## src/srp_pkg.sv

```systemverilog
`default_nettype none
package srp_pkg;
  // register indices; the byte address is four times the index
  localparam logic [7:0] REG_CTRL_IDX   = 8'h10;
  localparam logic [7:0] REG_STAT_IDX   = 8'h11;
  localparam logic [7:0] REG_DATA_IDX   = 8'h12;
  localparam logic [7:0] REG_CTRL_ADDR  = {REG_CTRL_IDX[5:0], 2'b00};
  localparam logic [7:0] REG_STAT_ADDR  = {REG_STAT_IDX[5:0], 2'b00};
  localparam logic [7:0] REG_DATA_ADDR  = {REG_DATA_IDX[5:0], 2'b00};
  localparam int         APB_AW         = 8;

  // serial_control field positions
  localparam int CTL_RX_IRQ_EN     = 7;
  localparam int CTL_MASTER_SELECT = 5;
  localparam int CTL_CPOL          = 4;
  localparam int CTL_CPHA          = 3;
  localparam int CTL_WIRED_OR      = 2;
  localparam int CTL_MODULE_ENABLE = 1;
  localparam int CTL_TX_IRQ_EN     = 0;
  localparam logic [7:0] CTL_WRITE_MASK = 8'hbf;  // bit 6 reserved
  localparam logic [7:0] CTL_RESET      = 8'h28;  // master, cpha set

  // serial_status_control field positions
  localparam int STS_RX_FULL       = 7;
  localparam int STS_ERR_IRQ_EN    = 6;
  localparam int STS_OVERFLOW      = 5;
  localparam int STS_MODE_FAULT    = 4;
  localparam int STS_TX_EMPTY      = 3;
  localparam int STS_MODE_FAULT_EN = 2;
  localparam int STS_BAUD_HI       = 1;
  localparam int STS_BAUD_LO       = 0;

  // bus clock divisors per baud select code
  localparam int BAUD_DIV_00 = 2;
  localparam int BAUD_DIV_01 = 8;
  localparam int BAUD_DIV_10 = 32;
  localparam int BAUD_DIV_11 = 128;

  // one byte is sixteen serial clock edges
  localparam int          BITS_PER_BYTE = 8;
  localparam logic [3:0]  LAST_EDGE     = 4'hf;
endpackage : srp_pkg
`default_nettype wire

```

## src/srp_baud_if.sv

```systemverilog
`timescale 1ns/10ps
`default_nettype none
// baud tick request and answer between core and divider
interface srp_baud_if;
  logic       run;
  logic [1:0] sel;
  logic       tick;
  modport core (output run, output sel, input tick);
  modport gen  (input run, input sel, output tick);
endinterface : srp_baud_if
`default_nettype wire

```

## src/srp_core.sv

```systemverilog
// Behaviour
// - system reset full; disable does partial reset
// - disable keeps control bits and error flags
// - master mode fault clears module enable
// - keeps running in wait; requests wake cpu
// - registers closed to cpu during wait
// - stop freezes core and baud divider, resumes after stop; synchroniser keeps sampling
// - reset out of stop aborts transfer
// - protected break freezes flags; second step still drops the arm
// - unprotected break clears stick afterwards
// - protected break data write does nothing
// - wired-or makes mosi open drain; miso stays push-pull
// - slave-out driven only when slave selected
// - deselected slave ignores serial clock edges
// - enabled block owns data and clock pins
// - master drives clock; eight bits duplex
// - cpha0 slave starts on select falling
// - select pin owned per mode and enable
// - master watches select for mode fault
// - slave select always input; fault maskable
// - three registers at consecutive indices
// - mode fault on slave rise, master low
// - baud select divides bus clock in master
// - transmit empty set on shift load
`timescale 1ns/10ps
`default_nettype none
module srp_core
  import srp_pkg::*;
(
  // clock, reset and clock enable
  input  wire logic                    pclk,
  input  wire logic                    presetn,
  input  wire logic                    clk_en,
  // apb slave
  input  wire logic                    psel,
  input  wire logic                    penable,
  input  wire logic                    pwrite,
  input  wire logic [srp_pkg::APB_AW-1:0] paddr,
  input  wire logic [31:0]             pwdata,
  output logic      [31:0]             prdata,
  output logic                         pready,
  output logic                         pslverr,
  // system state
  input  wire logic                    wait_mode,
  input  wire logic                    stop_mode,
  input  wire logic                    debug_break,
  input  wire logic                    break_clear_enable,
  output logic                         wake_request,
  // pin ownership toward the shared port
  output logic                         pins_owned,
  output logic                         ss_gpio,
  // serial pins
  input  wire logic                    serial_clock_pin_in,
  output logic                         serial_clock_pin_out,
  output logic                         serial_clock_pin_oe,
  input  wire logic                    mosi_in,
  output logic                         mosi_out,
  output logic                         mosi_oe,
  input  wire logic                    miso_in,
  output logic                         miso_out,
  output logic                         miso_oe,
  input  wire logic                    ss_n_in
);
  typedef struct packed {
    logic [7:0]  ctrl;
    logic        err_irq_en;
    logic        mode_fault_enable;
    logic [1:0]  baud;
    logic        rx_full;
    logic        overflow;
    logic        mode_fault;
    logic        tx_empty;
    logic        ovr_arm;
    logic        mf_arm;
    logic [7:0]  tx_buf;
    logic [7:0]  rx_data;
    logic [7:0]  shift;
    logic        out_bit;
    logic        busy;
    logic [3:0]  cnt;
    logic        sck;
    logic        sck_prev;
    logic        ss_prev;
    logic [7:0]  rdata;
    logic        irq;
  } srp_core_type;
  srp_core_type st_q, st_d;

  srp_baud_if baud_if ();
  logic [3:0] pins_s;
  logic       sck_s, mosi_s, miso_s, ss_s;
  logic       run, en, master, cpol, cpha, protect;
  logic       setup, access, hit_ctrl, hit_stat, hit_data, hit;
  logic       wr_ctrl, wr_stat, wr_data, rd_stat, rd_data;
  logic       sck_edge, load, leading, edge_now, mf_master;

  // every serial input is synchronised before use
  srp_sync #(.WIDTH(4)) u_sync (
    .pclk    (pclk),
    .presetn (presetn),
    .clk_en  (clk_en),
    .d       ({serial_clock_pin_in, mosi_in, miso_in, ss_n_in}),
    .q       (pins_s)
  );
  assign {sck_s, mosi_s, miso_s, ss_s} = pins_s;

  srp_baud u_baud (
    .pclk    (pclk),
    .presetn (presetn),
    .clk_en  (run),
    .baud    (baud_if)
  );
  assign baud_if.run = en && master && st_q.busy;
  assign baud_if.sel = st_q.baud;

  // stop mode and clock enable freeze core and divider state; the synchroniser stops on clock enable only
  assign run     = clk_en && !stop_mode;
  assign en      = st_q.ctrl[CTL_MODULE_ENABLE];
  assign master  = st_q.ctrl[CTL_MASTER_SELECT];
  assign cpol    = st_q.ctrl[CTL_CPOL];
  assign cpha    = st_q.ctrl[CTL_CPHA];
  // flags locked while break is protected
  assign protect = debug_break && !break_clear_enable;

  // apb decode; three consecutive register slots
  assign setup    = psel && !penable;
  assign access   = psel && penable && run;
  assign hit_ctrl = paddr == REG_CTRL_ADDR;
  assign hit_stat = paddr == REG_STAT_ADDR;
  assign hit_data = paddr == REG_DATA_ADDR;
  assign hit      = hit_ctrl || hit_stat || hit_data;
  // no register effect while the cpu waits
  assign wr_ctrl  = access && pwrite && !wait_mode && hit_ctrl;
  assign wr_stat  = access && pwrite && !wait_mode && hit_stat;
  assign wr_data  = access && pwrite && !wait_mode && hit_data;
  assign rd_stat  = access && !pwrite && !wait_mode && hit_stat;
  assign rd_data  = access && !pwrite && !wait_mode && hit_data;
  assign pready   = psel && penable && run;
  assign pslverr  = pready && (!hit || wait_mode);
  assign prdata   = {24'h000000, st_q.rdata};

  // serial clock edge events for master and slave
  // a deselected slave sees no edges at all
  assign sck_edge = en && !master && !ss_s && (sck_s != st_q.sck_prev);
  assign edge_now = (en && master && st_q.busy && baud_if.tick) ||
                    (sck_edge && st_q.busy);
  assign leading  = master ? (st_q.sck == cpol) : (sck_s != cpol);
  // master watches select when fault detection is on
  assign mf_master = en && master && st_q.mode_fault_enable && !ss_s;

  // transfer start: master when data queued, slave on select or edge
  // cpha0 slave begins at the falling select edge
  always_comb begin
    if (!en || st_q.busy) begin
      load = 1'b0;
    end else if (master) begin
      load = !st_q.tx_empty;
    end else if (!cpha) begin
      load = st_q.ss_prev && !ss_s;
    end else begin
      load = sck_edge;
    end
  end

  // next state of the whole block
  always_comb begin
    logic [7:0] src;
    logic       rx_in;
    logic       sample;
    src    = st_q.tx_empty ? st_q.shift : st_q.tx_buf;
    rx_in  = master ? miso_s : mosi_s;
    sample = leading ^ cpha;
    st_d   = st_q;
    if (run) begin
      st_d.sck_prev = sck_s;
      st_d.ss_prev  = ss_s;
      // read data is captured in the setup phase
      if (setup) begin
        case (1'b1)
          hit_ctrl: st_d.rdata = st_q.ctrl & CTL_WRITE_MASK;
          hit_stat: st_d.rdata = {st_q.rx_full, st_q.err_irq_en,
                                  st_q.overflow, st_q.mode_fault,
                                  st_q.tx_empty, st_q.mode_fault_enable,
                                  st_q.baud};
          hit_data: st_d.rdata = st_q.rx_data;
          default:  st_d.rdata = 8'h00;
        endcase
      end
      // byte-wide registers, upper bus bits ignored
      if (wr_ctrl) begin
        st_d.ctrl = pwdata[7:0] & CTL_WRITE_MASK;
        // second clearing step of the mode fault
        if (st_q.mf_arm && !protect) begin
          st_d.mode_fault = 1'b0;
        end
        st_d.mf_arm = 1'b0;
      end
      if (wr_stat) begin
        st_d.err_irq_en        = pwdata[STS_ERR_IRQ_EN];
        st_d.mode_fault_enable = pwdata[STS_MODE_FAULT_EN];
        st_d.baud = {pwdata[STS_BAUD_HI], pwdata[STS_BAUD_LO]};
      end
      // protected break: data write is dropped
      if (wr_data && !protect) begin
        st_d.tx_buf   = pwdata[7:0];
        st_d.tx_empty = 1'b0;
      end
      // first step arms the flag even inside a break
      if (rd_stat) begin
        st_d.ovr_arm = st_q.rdata[STS_OVERFLOW];
        st_d.mf_arm  = st_q.rdata[STS_MODE_FAULT];
      end
      if (rd_data) begin
        if (!protect) begin
          st_d.rx_full = 1'b0;
          if (st_q.ovr_arm) begin
            st_d.overflow = 1'b0;
          end
        end
        st_d.ovr_arm = 1'b0;
      end
      // handing the byte to the shifter empties the buffer
      if (load) begin
        st_d.shift    = src;
        st_d.out_bit  = src[7];
        st_d.busy     = 1'b1;
        st_d.tx_empty = 1'b1;
        st_d.cnt      = (!master && cpha) ? 4'h1 : 4'h0;
      end else if (edge_now) begin
        if (master) begin
          st_d.sck = !st_q.sck;
        end
        // sample edges shift in, the other edges present the next bit
        if (sample) begin
          st_d.shift = {st_q.shift[6:0], rx_in};
        end else begin
          st_d.out_bit = st_q.shift[7];
        end
        st_d.cnt = st_q.cnt + 4'h1;
        if (st_q.cnt == LAST_EDGE) begin
          st_d.busy = 1'b0;
          st_d.cnt  = 4'h0;
          // overflow keeps the old byte, the new one is lost
          if (st_q.rx_full) begin
            st_d.overflow = 1'b1;
          end else begin
            st_d.rx_full = 1'b1;
            st_d.rx_data = st_d.shift;
          end
        end
      end
      // slave select rising mid transfer is a mode fault
      if (en && !master && st_q.mode_fault_enable && st_q.busy &&
          !st_q.ss_prev && ss_s) begin
        st_d.mode_fault = 1'b1;
      end
      // master mode fault disables the block
      if (mf_master) begin
        st_d.mode_fault                  = 1'b1;
        st_d.ctrl[CTL_MODULE_ENABLE]     = 1'b0;
      end
      // partial reset whenever the block is disabled
      // control bits and error flags are left alone
      if (!st_d.ctrl[CTL_MODULE_ENABLE]) begin
        st_d.tx_empty = 1'b1;
        st_d.busy     = 1'b0;
        st_d.shift    = 8'h00;
        st_d.cnt      = 4'h0;
        st_d.out_bit  = 1'b0;
        st_d.sck      = st_d.ctrl[CTL_CPOL];
      end else if (!st_q.busy && !load) begin
        st_d.sck = st_d.ctrl[CTL_CPOL];
      end
      // any enabled request can wake the cpu from wait
      st_d.irq = (st_d.ctrl[CTL_TX_IRQ_EN] && st_d.tx_empty) ||
                 (st_d.ctrl[CTL_RX_IRQ_EN] && st_d.rx_full) ||
                 (st_d.err_irq_en && (st_d.overflow || st_d.mode_fault));
    end
  end

  // reset during stop lands here and loads reset values; ctrl to CTL_RESET, transmit empty set
  always_ff @(posedge pclk or negedge presetn) begin
    if (!presetn) begin
      st_q          <= '0;
      st_q.ctrl     <= CTL_RESET;
      st_q.tx_empty <= 1'b1;
      st_q.ss_prev  <= 1'b1;
    end else begin
      st_q <= st_d;
    end
  end

  assign wake_request = st_q.irq;

  // enabled block owns clock and data pins
  // select pin is general purpose unless watched
  // a slave always takes select as input
  assign pins_owned = en;
  assign ss_gpio    = !en || (master && !st_q.mode_fault_enable);

  // only the master drives the serial clock
  assign serial_clock_pin_out = st_q.sck;
  assign serial_clock_pin_oe  = en && master;
  // wired-or: drive only the low level
  assign mosi_out = st_q.ctrl[CTL_WIRED_OR] ? 1'b0 : st_q.out_bit;
  assign mosi_oe  = en && master &&
                    (!st_q.ctrl[CTL_WIRED_OR] || !st_q.out_bit);
  assign miso_out = st_q.out_bit;
  assign miso_oe  = en && !master && !ss_s;

  // assertions
  // partial reset state
  AST_PARTIAL_RESET: assert property (@(posedge pclk) disable iff (!presetn)
    !en |-> st_q.tx_empty && !st_q.busy && st_q.shift == 8'h00)
    else $error("disabled block not in partial reset");
  AST_FLAGS_KEPT: assert property (@(posedge pclk) disable iff (!presetn)
    run && !en && !rd_data && !wr_ctrl && !wr_stat |=>
      $stable(st_q.rx_full) && $stable(st_q.overflow) &&
      $stable(st_q.mode_fault) && $stable(st_q.baud))
    else $error("flag changed while disabled");
  AST_MODE_FAULT_FLAG_DISABLE: assert property (@(posedge pclk) disable iff (!presetn)
    run && mf_master |=> !en && st_q.mode_fault && st_q.tx_empty)
    else $error("master mode fault did not disable");
  AST_WAIT_NOWRITE: assert property (@(posedge pclk) disable iff (!presetn)
    access && pwrite && wait_mode && !mf_master |=>
      $stable(st_q.ctrl) && $stable(st_q.tx_buf))
    else $error("register written during wait");
  AST_STOP_FREEZE: assert property (@(posedge pclk) disable iff (!presetn)
    stop_mode |=> st_q == $past(st_q))
    else $error("state moved in stop mode");
  AST_BREAK_WRITE: assert property (@(posedge pclk) disable iff (!presetn)
    wr_data && protect && run |=> $stable(st_q.tx_buf))
    else $error("data write took effect in protected break");
  AST_MISO_OE: assert property (@(posedge pclk) disable iff (!presetn)
    miso_oe |-> en && !master && !ss_s && !serial_clock_pin_oe)
    else $error("slave output driven while not selected");
  AST_SLAVE_IGNORE: assert property (@(posedge pclk) disable iff (!presetn)
    run && en && !master && ss_s && st_q.busy && $stable(st_q.ctrl) |=>
      $stable(st_q.cnt) && $stable(st_q.shift))
    else $error("deselected slave moved on a clock edge");
  // divide by two toggles every bus clock
  AST_BAUD_DIV2: assert property (@(posedge pclk) disable iff (!presetn)
    run && en && master && st_q.busy && st_q.baud == 2'b00 && !mf_master
      && !wr_ctrl |=> st_q.sck != $past(st_q.sck))
    else $error("divide by two clock did not toggle");
  AST_TXE_ON_LOAD: assert property (@(posedge pclk) disable iff (!presetn)
    run && load |=> st_q.tx_empty && st_q.busy && st_q.cnt <= 4'h1)
    else $error("shift load did not set transmit empty");
endmodule : srp_core
`default_nettype wire

```

## src/srp_sync.sv

```systemverilog
`timescale 1ns/10ps
`default_nettype none
module srp_sync #(
  parameter int WIDTH = 4
) (
  // clock and reset
  input  wire logic             pclk,
  input  wire logic             presetn,
  input  wire logic             clk_en,
  // pins in, synchronised levels out
  input  wire logic [WIDTH-1:0] d,
  output logic      [WIDTH-1:0] q
);
  typedef struct packed {
    logic [WIDTH-1:0] s1;
    logic [WIDTH-1:0] s2;
  } srp_sync_type;
  srp_sync_type st_q, st_d;

  initial begin
    if (WIDTH < 1) $error("srp_sync needs at least one bit");
  end

  // first stage feeds only the second stage
  always_comb begin
    st_d = st_q;
    if (clk_en) begin
      st_d.s1 = d;
      st_d.s2 = st_q.s1;
    end
  end

  always_ff @(posedge pclk or negedge presetn) begin
    if (!presetn) begin
      st_q <= '0;
    end else begin
      st_q <= st_d;
    end
  end

  assign q = st_q.s2;
endmodule : srp_sync
`default_nettype wire

```

## src/srp_baud.sv

```systemverilog
`timescale 1ns/10ps
`default_nettype none
module srp_baud
  import srp_pkg::*;
#(
  parameter int DIV_00 = srp_pkg::BAUD_DIV_00,
  parameter int DIV_01 = srp_pkg::BAUD_DIV_01,
  parameter int DIV_10 = srp_pkg::BAUD_DIV_10,
  parameter int DIV_11 = srp_pkg::BAUD_DIV_11
) (
  // clock and reset
  input  wire logic pclk,
  input  wire logic presetn,
  input  wire logic clk_en,
  // tick toward the core
  srp_baud_if.gen   baud
);
  typedef struct packed {
    logic [6:0] cnt;
  } srp_baud_type;
  srp_baud_type st_q, st_d;
  logic [6:0]   half_m1;

  initial begin
    if (DIV_00 < 2 || DIV_01 < 2 || DIV_10 < 2 || DIV_11 < 2 ||
        DIV_00 % 2 != 0 || DIV_01 % 2 != 0 || DIV_10 % 2 != 0 ||
        DIV_11 % 2 != 0 || DIV_11 > 256)
      $error("srp_baud divisors must be even and in 2..256");
  end

  // one tick per half serial clock period
  always_comb begin
    case (baud.sel)
      2'b00:   half_m1 = 7'(DIV_00 / 2 - 1);
      2'b01:   half_m1 = 7'(DIV_01 / 2 - 1);
      2'b10:   half_m1 = 7'(DIV_10 / 2 - 1);
      default: half_m1 = 7'(DIV_11 / 2 - 1);
    endcase
  end

  // counter restarts whenever the core stops asking
  always_comb begin
    st_d = st_q;
    if (clk_en) begin
      if (!baud.run || st_q.cnt >= half_m1) begin
        st_d.cnt = '0;
      end else begin
        st_d.cnt = st_q.cnt + 7'h01;
      end
    end
  end

  always_ff @(posedge pclk or negedge presetn) begin
    if (!presetn) begin
      st_q <= '0;
    end else begin
      st_q <= st_d;
    end
  end

  assign baud.tick = baud.run && (st_q.cnt >= half_m1);
endmodule : srp_baud
`default_nettype wire

```

## config.mk

```make
export PLATFORM = sky130hd
export DESIGN_NAME = srp_core
export DESIGN_NICKNAME = d
export VERILOG_FILES = /design/src/srp_pkg.sv /design/src/srp_baud_if.sv /design/src/srp_core.sv /design/src/srp_sync.sv /design/src/srp_baud.sv
export SDC_FILE = /design/constraint.sdc
export NUM_CORES = 1
export LEC_CHECK = 0
export ABC_AREA = 1
export ABC_CLOCK_PERIOD_IN_PS = 4360
export BUFFER_PORTS_ARGS = -buffer_cell sky130_fd_sc_hd__clkbuf_2
export CORE_AREA = 4 4 95 97
export CTS_CLUSTER_DIAMETER = 50
export CTS_CLUSTER_SIZE = 14
export DETAILED_ROUTE_END_ITERATION = 10
export DIE_AREA = 0 0 99 101
export PLACE_DENSITY = 0.82
export SKIP_LAST_GASP = 1
export SLEW_MARGIN = 20
export SYNTH_ARGS = -nofsm -noshare
export SYNTH_HDL_FRONTEND = slang
export SYNTH_SLANG_ARGS = --single-unit
```

## constraint.sdc

```tcl
create_clock -name pclk -period 4.36 [get_ports pclk]
set_clock_uncertainty 0.15 [all_clocks]
set_input_delay 0.436 -clock pclk [delete_from_list [all_inputs] [get_ports pclk]]
set_output_delay 0.436 -clock pclk [all_outputs]
set_load 0.01 [all_outputs]
```

==> impl_metrics.tcl <==
set metrics [dict create \
    outcome "finished, violations left" \
    violations "negative hold slack" \
    wl_met2_um 4720 \
    tightest_slew_ps 833 \
    cp_top_family "simple AND/OR/NAND/NOR gates" \
    wl_met3_um 752 \
    syn_avg_cell_area_um2 7.86 \
    cts.clk_slew.worst_paths_ps 80 \
    slew_violations 0 \
    start_util 0.526 \
    core-area_mm2 0.00813 \
    vdd_ir_drop_max_v 0.000211 \
    finalCritPeriodShare 0.646 \
    cts-buffers-inserted 9 \
    final_antenna_net_count 0 \
    antenna_found_initial 0 \
    critPathLaunchType "flop" \
    swShare 0.256 \
    met1Wirelength_um 4210 \
    hold_path_class "in2async" \
    period_needed_ps 2820 \
    p_int_mw 1.04 \
    cts_buffer_depth 2 \
    root_buffer "clkbuf_8" \
    nets 647 \
    r2r_setup_slack_ps 1540 \
    finalSetupTns_ps 0 \
    layout_common_cells "nand2_1, dfrtp_1, o21ai_0, inv_1, clkbuf_2" \
    ys_seq_area_frac 0.434 \
    dp_cells 679 \
    clock_power_share 0.392 \
    drc_errors 0 \
    p_total_mw 1.39 \
    netlist_area_mm2 0.00428 \
    first_iter_violations 300 \
    powerDensity_mw_per_mm2 299 \
    dp_hpwl_um 7500 \
    grt_max_degree 43 \
    drv_cap 0 \
    ys.warnings.count 0 \
    stdcell_area_mm2 0.00465 \
    syn_inst 544 \
    worstSkewPairLatency_ps 350 \
    ctsResizeCount 0 \
    crit_path_end_kind "flop" \
    crit_arrival_ps 2960 \
    fmax_mhz 355 \
    synth_edf_count 0 \
    grt_pass1_vias 3574 \
    via_per_inst 5.31 \
    leakage_nw 2.41 \
    drive_gt1_frac 0.185 \
    crit_path_max_fanout 15 \
    rsz0062_at_grt "false" \
    power_frac_seq 0.515 \
    final_util 0.571 \
    cp_common_cell "nand2_1" \
    overflow 0 \
    routedWlPerCell_um 14.3 \
    grtUsageTotal 0.211 \
    place_area_mm2 0.00444 \
    clock_sinks 74 \
    port_buffers 48 \
    cts_tree "built" \
    vias 3691 \
    critPathMaxStageDelay_ps 610 \
    synthFlopType "dfrtp_1" \
    power_frac_comb 0.092 \
    ys_seq_elements 74 \
    ys_types 44 \
    top_layer "met4" \
    setup_viol 0 \
    hold_viol_final 30 \
    die_x_um 99 \
    io_pins 97 \
    htreeDepth 3 \
    path_buf_inv 3 \
    hold_slack_ps -20.1 \
    timing.slew.headroom 0.442 \
    async_flop_share 1.00 \
    die_h_um 101 \
    antenna_cells 0 \
    p_switching_mw 0.355 \
    final_cells 695 \
    required_ps 4500 \
    layout_commonest_cell "nand2_1" \
    crit_path_cell_trace "inv_2 > nand2_1 > nor2_2 > nand3_1 > nand2_1 > nand2_1 > inv_1 > nor2_1 > nand2_4 > nand2_8 > inv_4 > nand2_4 > nand2_1 > o21ai_2" \
    num_rows 33 \
    hold_buffers 0 \
    area.growth.synth_to_final_pct 8.66 \
    cpMaxStageDelayCell "dfstp_2" \
    post_cts_buffers 0 \
    grt_pass1_wl_um 16800 \
    routed_wirelength_um 9910 \
    dieArea_mm2 0.0100 \
    drtPass1Iterations 6 \
    place.gp.congestion 0.897 \
    crit_type "reg2reg" \
]
==> registers in the layout (all words and copies together) (netlist names), 2 cells and up <==
signal and flops:
prdata 8, u_sync.q 4, st_q 42, u_sync.st_q 4, u_baud.st_q 7, baud_if.sel 2
==> power groups by stage <==
stage | combinational (mW) | sequential, mW | clock (mW)
floorplan | 0.0948 | 0.728 | 0
global placement | 0.122 | 0.729 | 0
detailed placement | 0.126 | 0.730 | 0
CTS | 0.129 | 0.717 | 0.554
global route | 0.144 | 0.719 | 0.590
finish | 0.128 | 0.717 | 0.546
==> final timing paths <==
kind | cells after the start | to | start
hold reg to reg | 2 | u_sync.q[2] | u_sync.st_q[6]
setup reg to reg | 14 | st_q[19] | master
min in group pclk | 3 | u_sync.st_q[6] | mosi_in
max in group asynchronous | 2 | st_q[9] | presetn
setup / recovery | 14 | st_q[19] | master
hold / removal | 1 | st_q[40] | presetn
==> final cells by class <==
| class | count | area, um^2 |
|---|---|---|
| flip-flops and latches | 74 | 1860 |
| clock inverters | 5 | 52.6 |
| inverters | 69 | 267 |
| well taps | 105 | 131 |
| multi-input cells | 381 | 1930 |
| repair buffers | 50 | 255 |
| clock buffers | 11 | 151 |
| fillers | 731 | 3490 |
==> worst register-to-register path, cell delays in order, from the launching register on <==
cell,delay [ps]
dfstp_2,610
inv_2,110
nand2_1,100
nor2_2,60
nand3_1,70
nand2_1,70
nand2_1,340
inv_1,360
nor2_1,280
nand2_4,90
nand2_8,100
inv_4,50
nand2_4,170
nand2_1,110
o21ai_2,70
==> layer usage <==
metal / global-route usage / up-vias
met3: 0.0533 / 24
met2: 0.346 / 148
met1: 0.267 / 1747
met5: 0 / -
li1: - / 1772
met4: 0.0840 / 0
==> synthesized netlist by cell type, types with 2 or more instances <==
master,n,area share
or2_2,3,0.0044
dfrtp_1,70,0.41
dfstp_2,4,0.025
xor2_1,3,0.0061
nor2_4,3,0.0079
nand3b_1,3,0.0053
mux2_2,4,0.011
o211ai_1,2,0.0035
a31oi_1,3,0.0044
o221ai_1,2,0.0041
nor2_2,4,0.0058
nor3_1,8,0.0094
o21ai_0,68,0.080
o31ai_1,2,0.0035
o21ai_2,7,0.014
nand3_1,28,0.033
inv_2,5,0.0044
inv_1,61,0.054
nand4_1,2,0.0029
buf_2,2,0.0023
a21oi_1,14,0.016
ha_1,8,0.023
clkbuf_1,6,0.0053
buf_4,33,0.058
nand2_2,4,0.0058
nor3b_1,2,0.0035
nand2_4,3,0.0079
nor2_1,31,0.027
nand2_1,144,0.13
==> cell families (layout without fill, tap and decap cells) <==
family	after synthesis	after routing	synth area share
flip-flops	74	74	0.434
adder cells (fa/ha/maj)	8	8	0.0234
AND/OR/NAND/NOR	238	238	0.253
other	1	24	0.000877
AO/OA/AOI/OAI	103	103	0.136
multiplexers	4	4	0.0105
buffers and inverters	112	135	0.134
XOR/XNOR	4	4	0.00819
==> per-stage QoR <==
step	hold WS, ps	setup WS, ps
6_report	-20.1	1540
5_1_grt	49.8	1380
4_1_cts	2.24	1580
3_5_place_dp	318	1430
3_3_place_gp	306	1440
2_1_floorplan	-9.59	2200
Note: power is estimated with default switching activity, not from simulation.
